===== src/hdl/psc_pkg.sv =====
// package: constants, types and rule summary for the power-save clock manager
// Functional notes
// - sleep operand of power-save instruction stops system clock and halts execution
// - idle operand stops CPU only; peripherals keep clock unless gated
// - sleep or idle ends on enabled interrupt, any reset, or watchdog time-out
// - sleep shuts down system clock source including on-chip oscillator
// - clock failure monitor is off during sleep
// - low-power RC keeps running in sleep when watchdog enabled
// - watchdog count cleared on entry to sleep and on entry to idle
// - sleep disables system-clocked peripherals; change notify and ext-clock ones continue (here modEnable clears every module in sleep)
// - wake from sleep resumes on the clock source active at entry
// - idle keeps system clock; RC oscillator on if watchdog or monitor enabled
// - idle wake reapplies CPU clock; execution restarts 2 to 4 cycles later
// - interrupt coincident with instruction held until entry completes, then wakes
// - reduced mode divides only CPU clock; system clock and peripherals unchanged
// - CPU and peripheral domains stay synchronous in reduced mode
// - bit 11 enables reduced CPU clock; clear runs CPU at peripheral speed
// - bits 14:12 pick ratio among eight, 1:1 to 1:128, default 1:1
// - bit 15 set lets interrupt restore full speed; default no effect
// - gated module loses all clocks; its registers ignore writes, read invalid
// - module enabled only if gate clear and present; present ones default enabled
// - a gate bit change takes effect after one instruction cycle
package psc_pkg;
  localparam logic [11:0] ADDR_DIVIDER    = 12'h0000;
  localparam logic [11:0] ADDR_GATE       = 12'h0004;
  localparam logic [11:0] ADDR_STATUS     = 12'h0008;
  localparam int          BIT_RET_IRQ     = 15;
  localparam int          BIT_RATIO_HI    = 14;
  localparam int          BIT_RATIO_LO    = 12;
  localparam int          BIT_REDUCED     = 11;
  localparam logic [15:0] DIVIDER_RESET   = 16'h0000;
  localparam logic [15:0] DIVIDER_WMASK   = 16'hF800;
  localparam logic [31:0] INVALID_DATA    = 32'h0000_0000;
  localparam int          RESTART_CYCLES  = 3;
  localparam logic [1:0]  RESTART_LOAD    = 2'(RESTART_CYCLES - 1);
  localparam logic [31:0] GATE_RESET      = 32'h0000_0000;

  typedef enum logic [1:0] {PSC_RUN, PSC_SLEEP, PSC_IDLE, PSC_RESTART} psc_state_e;

  typedef struct packed {
    logic sysClkEn;
    logic cpuClkEn;
    logic oscEn;
    logic lowPowerRcEn;
    logic monitorEn;
    logic watchdogClear;
  } psc_clk_s;
endpackage


===== src/hdl/psc_clock_manager.sv =====
// module: power-save state machine, reduced CPU clock divider, module gating, APB slave
`timescale 1ns/10ps
`default_nettype none
module psc_clock_manager
  import psc_pkg::*;
#(
  parameter int NMOD = 16
)(
  input  wire logic            ref_clk,
  input  wire logic            rst_n,
  input  wire logic            psel,
  input  wire logic            penable,
  input  wire logic            pwrite,
  input  wire logic [11:0]     paddr,
  input  wire logic [31:0]     pwdata,
  output logic      [31:0]     prdata,
  output logic                 pready,
  output logic                 pslverr,
  input  wire logic            powerSaveInstr,
  input  wire logic            sleepOperand,
  input  wire logic            irqPending,
  input  wire logic            watchdogTimeout,
  input  wire logic            watchdogEnabled,
  input  wire logic            monitorCfgEn,
  input  wire logic            oscIsOnChip,
  input  wire logic [2:0]      activeSource,
  input  wire logic [NMOD-1:0] modPresent,
  input  wire logic [NMOD-1:0] modRegSel,
  output psc_clk_s             clkCtrl,
  output logic                 cpuClkEnable,
  output logic                 cpuRestart,
  output logic [2:0]           resumeSource,
  output logic [NMOD-1:0]      modEnable,
  output logic [NMOD-1:0]      modRegBlock,
  output logic [1:0]           modeState
);
  psc_state_e       state_r, state_nxt;
  logic [15:0]      divCtl_r;
  logic [NMOD-1:0]  gate_r;
  logic [NMOD-1:0]  gateDly_r;
  logic [6:0]       dozeCnt_r;
  logic [2:0]       ratioAct_r;
  logic             dozeAct_r;
  logic [1:0]       restartCnt_r;
  logic [2:0]       source_r;
  logic             heldIrq_r;
  logic [1:0]       restartCnt_nxt;

  // decode of the bus access; accesses finish in a single access cycle
  wire logic apbWr    = psel & penable & pwrite;
  wire logic selDiv   = (paddr == ADDR_DIVIDER);
  wire logic selGate  = (paddr == ADDR_GATE);
  wire logic selStat  = (paddr == ADDR_STATUS);
  wire logic mapped   = selDiv | selGate | selStat;
  wire logic wakeEvt  = irqPending | watchdogTimeout | heldIrq_r;
  wire logic enterCmd = powerSaveInstr & (state_r == PSC_RUN);
  wire logic dozeEn   = divCtl_r[BIT_REDUCED];
  wire logic [2:0] ratioSel = divCtl_r[BIT_RATIO_HI:BIT_RATIO_LO];
  wire logic retHit   = divCtl_r[BIT_RET_IRQ] & irqPending & (state_r == PSC_RUN);

  // divisor 2**n: the counter's mask picks the low n bits
  function automatic logic [6:0] ratioMask(input logic [2:0] r);
    ratioMask = 7'((8'h01 << r) - 8'h01);
  endfunction

  wire logic [6:0] actMask  = ratioMask(ratioAct_r);
  wire logic       boundary = ((dozeCnt_r & actMask) == 7'h00);
  wire logic       cpuTick  = ~dozeAct_r | boundary;

  // power-save sequencing
  always_comb
  begin
    state_nxt      = state_r;
    restartCnt_nxt = restartCnt_r;
    unique case (state_r)
      PSC_RUN:
        if (powerSaveInstr)
          state_nxt = sleepOperand ? PSC_SLEEP : PSC_IDLE;
      PSC_SLEEP, PSC_IDLE:
        if (wakeEvt)
        begin
          state_nxt      = PSC_RESTART;
          restartCnt_nxt = RESTART_LOAD;
        end
      PSC_RESTART:
        if (restartCnt_r == 2'd0)
          state_nxt = PSC_RUN;
        else
          restartCnt_nxt = restartCnt_r - 2'd1;
    endcase
  end

  always_ff @(posedge ref_clk)
  begin
    if (!rst_n)
    begin
      state_r      <= PSC_RUN;
      restartCnt_r <= 2'd0;
      heldIrq_r    <= 1'b0;
    end
    else
    begin
      state_r      <= state_nxt;
      restartCnt_r <= restartCnt_nxt;
      heldIrq_r    <= enterCmd & irqPending;
    end
  end

  // source captured at entry, held through sleep
  always_ff @(posedge ref_clk)
  begin
    if (!rst_n)
      source_r <= 3'd0;
    else if (enterCmd)
      source_r <= activeSource;
  end

  // software registers; a write in the same cycle beats the interrupt clear
  // so that software never loses a value it has just programmed
  always_ff @(posedge ref_clk)
  begin
    if (!rst_n)
    begin
      divCtl_r <= DIVIDER_RESET;
      gate_r   <= GATE_RESET[NMOD-1:0];
    end
    else
    begin
      if (apbWr & selDiv)
        divCtl_r <= pwdata[15:0] & DIVIDER_WMASK;
      else if (retHit)
        divCtl_r[BIT_REDUCED] <= 1'b0;
      if (apbWr & selGate)
        gate_r <= pwdata[NMOD-1:0];
    end
  end

  // divider: counter reloads to 1 on each boundary; ratio and enable latched only on a boundary
  always_ff @(posedge ref_clk)
  begin
    if (!rst_n)
    begin
      dozeCnt_r  <= 7'h00;
      ratioAct_r <= 3'd0;
      dozeAct_r  <= 1'b0;
    end
    else
    begin
      dozeCnt_r <= dozeCnt_r + 7'h01;
      if (boundary)
      begin
        ratioAct_r <= ratioSel;
        dozeAct_r  <= dozeEn;
        dozeCnt_r  <= 7'h01;
      end
    end
  end

  // gate change delayed one instruction cycle (one CPU tick)
  always_ff @(posedge ref_clk)
  begin
    if (!rst_n)
      gateDly_r <= GATE_RESET[NMOD-1:0];
    else if (cpuTick)
      gateDly_r <= gate_r;
  end

  wire logic [NMOD-1:0] modOn = ~gateDly_r & modPresent;
  wire logic inSleep = (state_nxt == PSC_SLEEP);
  wire logic cpuRun  = (state_nxt == PSC_RUN);

  // registered outputs
  always_ff @(posedge ref_clk)
  begin
    if (!rst_n)
    begin
      clkCtrl      <= '{1'b1, 1'b1, 1'b1, 1'b0, 1'b0, 1'b0};
      cpuClkEnable <= 1'b1;
      cpuRestart   <= 1'b0;
      resumeSource <= 3'd0;
      modEnable    <= '0;
      modRegBlock  <= '0;
      modeState    <= 2'd0;
    end
    else
    begin
      clkCtrl.sysClkEn  <= ~inSleep;
      clkCtrl.oscEn     <= ~(inSleep & oscIsOnChip);
      clkCtrl.cpuClkEn  <= cpuRun;
      clkCtrl.monitorEn <= monitorCfgEn & ~inSleep;
      clkCtrl.lowPowerRcEn  <= inSleep ? watchdogEnabled
                                       : (watchdogEnabled | monitorCfgEn);
      clkCtrl.watchdogClear <= enterCmd & watchdogEnabled;
      cpuClkEnable      <= cpuRun & cpuTick;
      cpuRestart        <= (state_r == PSC_RESTART) & (state_nxt == PSC_RUN);
      resumeSource      <= source_r;
      modEnable         <= inSleep ? '0 : modOn;
      modRegBlock       <= ~modOn;
      modeState         <= state_nxt;
    end
  end

  // APB read path, zero wait states
  always_ff @(posedge ref_clk)
  begin
    if (!rst_n)
    begin
      prdata  <= 32'h0000_0000;
      pready  <= 1'b0;
      pslverr <= 1'b0;
    end
    else
    begin
      pready  <= psel & ~penable;
      pslverr <= psel & ~penable & ~mapped;
      if (psel & ~penable & ~pwrite)
        prdata <= selDiv  ? {16'h0000, divCtl_r}
                : selGate ? 32'(gate_r)
                : selStat ? {24'h00_0000, 1'b0, dozeAct_r, source_r, 1'b0, state_r}
                : INVALID_DATA;
    end
  end
endmodule
`default_nettype wire


===== config.mk =====
export PLATFORM = sky130hd
export DESIGN_NAME = psc_clock_manager
export DESIGN_NICKNAME = d
export VERILOG_FILES = /design/src/hdl/psc_pkg.sv /design/src/hdl/psc_clock_manager.sv
export SDC_FILE = /design/constraint.sdc
export NUM_CORES = 1
export LEC_CHECK = 0
export ABC_CLOCK_PERIOD_IN_PS = 1990
export BUFFER_PORTS_ARGS = -buffer_cell sky130_fd_sc_hd__buf_2
export CAP_MARGIN = 20
export CELL_PAD_IN_SITES_DETAIL_PLACEMENT = 0
export CELL_PAD_IN_SITES_GLOBAL_PLACEMENT = 1
export CORE_MARGIN = 2
export CORE_UTILIZATION = 36
export DETAILED_ROUTE_END_ITERATION = 12
export PLACE_DENSITY_LB_ADDON = 0.08
export SLEW_MARGIN = 10
export SYNTH_ARGS = -nofsm -noshare
export SYNTH_HDL_FRONTEND = slang
export SYNTH_SLANG_ARGS = --single-unit

===== constraint.sdc =====
create_clock -name ref_clk -period 1.99 [get_ports ref_clk]
set_input_delay 0.398 -clock ref_clk [delete_from_list [all_inputs] [get_ports ref_clk]]
set_output_delay 0.398 -clock ref_clk [all_outputs]
set_load 0.05 [all_outputs]

==> impl_metrics.env <==
export IMPL_cp_cell_sequence="inv_1 > ha_1 > o21ai_0 > a22oi_1 > o21ai_2 > buf_12 > o21ai_0"
export IMPL_route_detailed_drc=0
export IMPL_setup_viol=0
export IMPL_crit_fanout=18
export IMPL_path_class="reg -> reg"
export IMPL_num_rows=40
export IMPL_initial_core_util=0.3681
export IMPL_hp_class="in -> reg"
export IMPL_fin_nets=687
export IMPL_grt_max_degree=55
export IMPL_portBuffers=121
export IMPL_synth_area_top_cells="dfxtp_1 53%, nor2_1 4.9%, mux2i_1 4.5%, nand2_1 3.6%, and2_1 3.6%"
export IMPL_synth_area_um2=4403
export IMPL_postCtsResizedCells=0
export IMPL_worstMarginPinSlew_ns=0.5138
export IMPL_setup_tns_ns=0
export IMPL_slowest_delay_ns=0.40
export IMPL_ys_seq_elements=117
export IMPL_synth_top_area_frac=0.5320
export IMPL_yosysUniqueCellTypes=48
export IMPL_drv_slew=0
export IMPL_synth_edf_count=0
export IMPL_path_buf_inv=2
export IMPL_clk_latency_ns=0.41
export IMPL_post_drt_wl_per_cell_um=13.41
export IMPL_final_area_um2=5741
export IMPL_root_buffer="clkbuf_16"
export IMPL_cts_sinks=117
export IMPL_cpMostUsedCell="o21ai_0"
export IMPL_syn_avg_cell_area_um2=9.593
export IMPL_grt_pass1_vias=3213
export IMPL_synth_most_common_cell="dfxtp_1"
export IMPL_max_vdd_ir_drop_mv=0.4534
export IMPL_h_tree_depth=4
export IMPL_routed_wirelength_um=10090
export IMPL_p_per_area_nw_per_um2=1250
export IMPL_antenna_left=0
export IMPL_routabilityCongestion=0.7735
export IMPL_critPathCaptureType="register"
export IMPL_status="completed"
export IMPL_min_period_ns=1.792
export IMPL_core_area_um2=11960
export IMPL_leakagePower_nw=2.655
export IMPL_clock_fmax_mhz=557.9
export IMPL_clockBufferDepth=2
export IMPL_grt_pass1_wl_um=15840
export IMPL_critPathTopFamily="compound AO/OA/AOI/OAI gates"
export IMPL_yosysWarnings=0
export IMPL_vias_per_cell=4.612
export IMPL_route_vias_total=3468
export IMPL_ioPinCount=170
export IMPL_synth_top_area_cell="dfxtp_1"
export IMPL_ys_flop_type="dfxtp_1"
export IMPL_maxCapViolations=0
export IMPL_fin_skew_ns=0.005904
export IMPL_antenna_found_initial=0
export IMPL_required_ns=2.33
export IMPL_period_share=0.9007
export IMPL_synthArstFlopShare=0
export IMPL_area_growth_pct=30.38
export IMPL_max_slew_margin=0.6554
export IMPL_postPlaceCellArea_um2=5150
export IMPL_hold_viol_final=0
export IMPL_post_cts_buffers=0
export IMPL_dpl_hpwl_um=7262
export IMPL_dieWidth_um=114.6
export IMPL_ys_seq_area_frac=0.5320
export IMPL_path_clk_slew_ns=0.05
export IMPL_grt_overflow=0
export IMPL_dieArea_um2=13130
export IMPL_grt_use_total=0.1586
export IMPL_worst_ep_arrival_time_ns=2.13
export IMPL_dieHeight_um=114.6
export IMPL_drive_above_1_share=0.2975
export IMPL_tritoncts="built"
export IMPL_syn_inst=459
export IMPL_dr_pass1_iters=4
export IMPL_drtIter0Drc=209
export IMPL_worst_setup_path_start_kind="register"
export IMPL_cts_buffers=17
export IMPL_antenna_cells=0
export IMPL_hold_buffers=0
export IMPL_rsz0062_at_grt="false"
export IMPL_slowest_stage="dfxtp_2"
export IMPL_synth_common_cells="117 x dfxtp_1, 58 x nor2_1, 42 x nand2_1"
==> metal layers <==
| layer | global-route usage | vias to the layer above | share of wire |
|---|---|---|---|
| met1 | 0.2141 | 1550 | 0.49 |
| met3 | 0.05135 | 20 | 0.059 |
| met5 | 0 | - | 0 |
| met2 | 0.2237 | 107 | 0.42 |
| li1 | - | 1791 | - |
| met4 | 0.08537 | 0 | 0.026 |
==> metrics by stage <==
step	hold WS, ns	worst slack [ns]	instances	power (mW)	utilization
5_1_grt	0.1762	0.02934	752	7.493	0.4799
4_1_cts	0.1624	0.2176	752	7.250	0.4799
3_5_place_dp	0.4483	0.1277	720	4.249	0.4305
6_report	0.1781	0.1976	752	7.176	0.4799
2_1_floorplan	0.4308	0.07367	474	3.841	-
3_3_place_gp	0.4411	0.1514	720	4.226	0.4305
==> cells by family (layout without fill, tap and decap cells) <==
logic type,after synthesis,count (layout),share of synthesized area
AOI/OAI and AO/OA,74,74,0.1015
other,1,16,0.0008517
buffers and inverters,45,176,0.06308
and+or+nand+nor,193,193,0.2359
DFF,117,117,0.5320
adders and majority gates,4,4,0.01137
muxes,20,20,0.04547
xor gates and xnor gates,5,5,0.009948
==> final timing paths <==
path,startpoint,endpoint,slack [ns],cells past startpoint
worst max-delay path,modeState[0],clkCtrl[2],0.20,7
worst min-delay path,penable,pready,0.18,2
worst max register to register,modeState[0],clkCtrl[2],0.20,7
worst min register to register,prdata[5],prdata[5],0.45,2
==> state kept, by name, indices dropped and copies added (netlist names) <==
register,count
cpuRestart,1
source_r,3
modRegBlock,16
dozeCnt_r,7
restartCnt_r,2
pready,1
dozeAct_r,1
gate_r,16
ratioAct_r,3
modEnable,16
clkCtrl,6
modeState,2
heldIrq_r,1
pslverr,1
divCtl_r,5
prdata,16
cpuClkEnable,1
gateDly_r,16
resumeSource,3
==> cells in the final DEF (no fill, tap or decap), types with 11 or more instances in the layout <==
master     synthesis  routed
buf_4             16      11
nand2_1           42      42
o21ai_0           28      28
a22oi_1           16      16
and2_1            25      25
dfxtp_1          117     115
mux2i_1           20      20
nor2_1            58      58
conb_1             1      16
nand2b_1          19      19
clkbuf_16          0      17
buf_2              3     121
a21oi_1           17      17
nand3_1           23      23
==> final cells by class <==
type,count,area [µm²]
tap,147,183.9
inverter,9,33.78
timing repair buffer,135,748.2
sequential,117,2345
clock buffer,25,495.5
clock inverter,7,95.09
multi-input combinational,312,1839
fill,1196,6221
==> where the power goes <==
part / total, mW / internal, mW / switching (mW)
combinational: 1.56 / 0.407 / 1.15
sequential: 2.63 / 2.55 / 0.0826
clock: 2.99 / 1.97 / 1.01
total: 7.18 / 4.93 / 2.25
(Power assumes the default switching activity.)
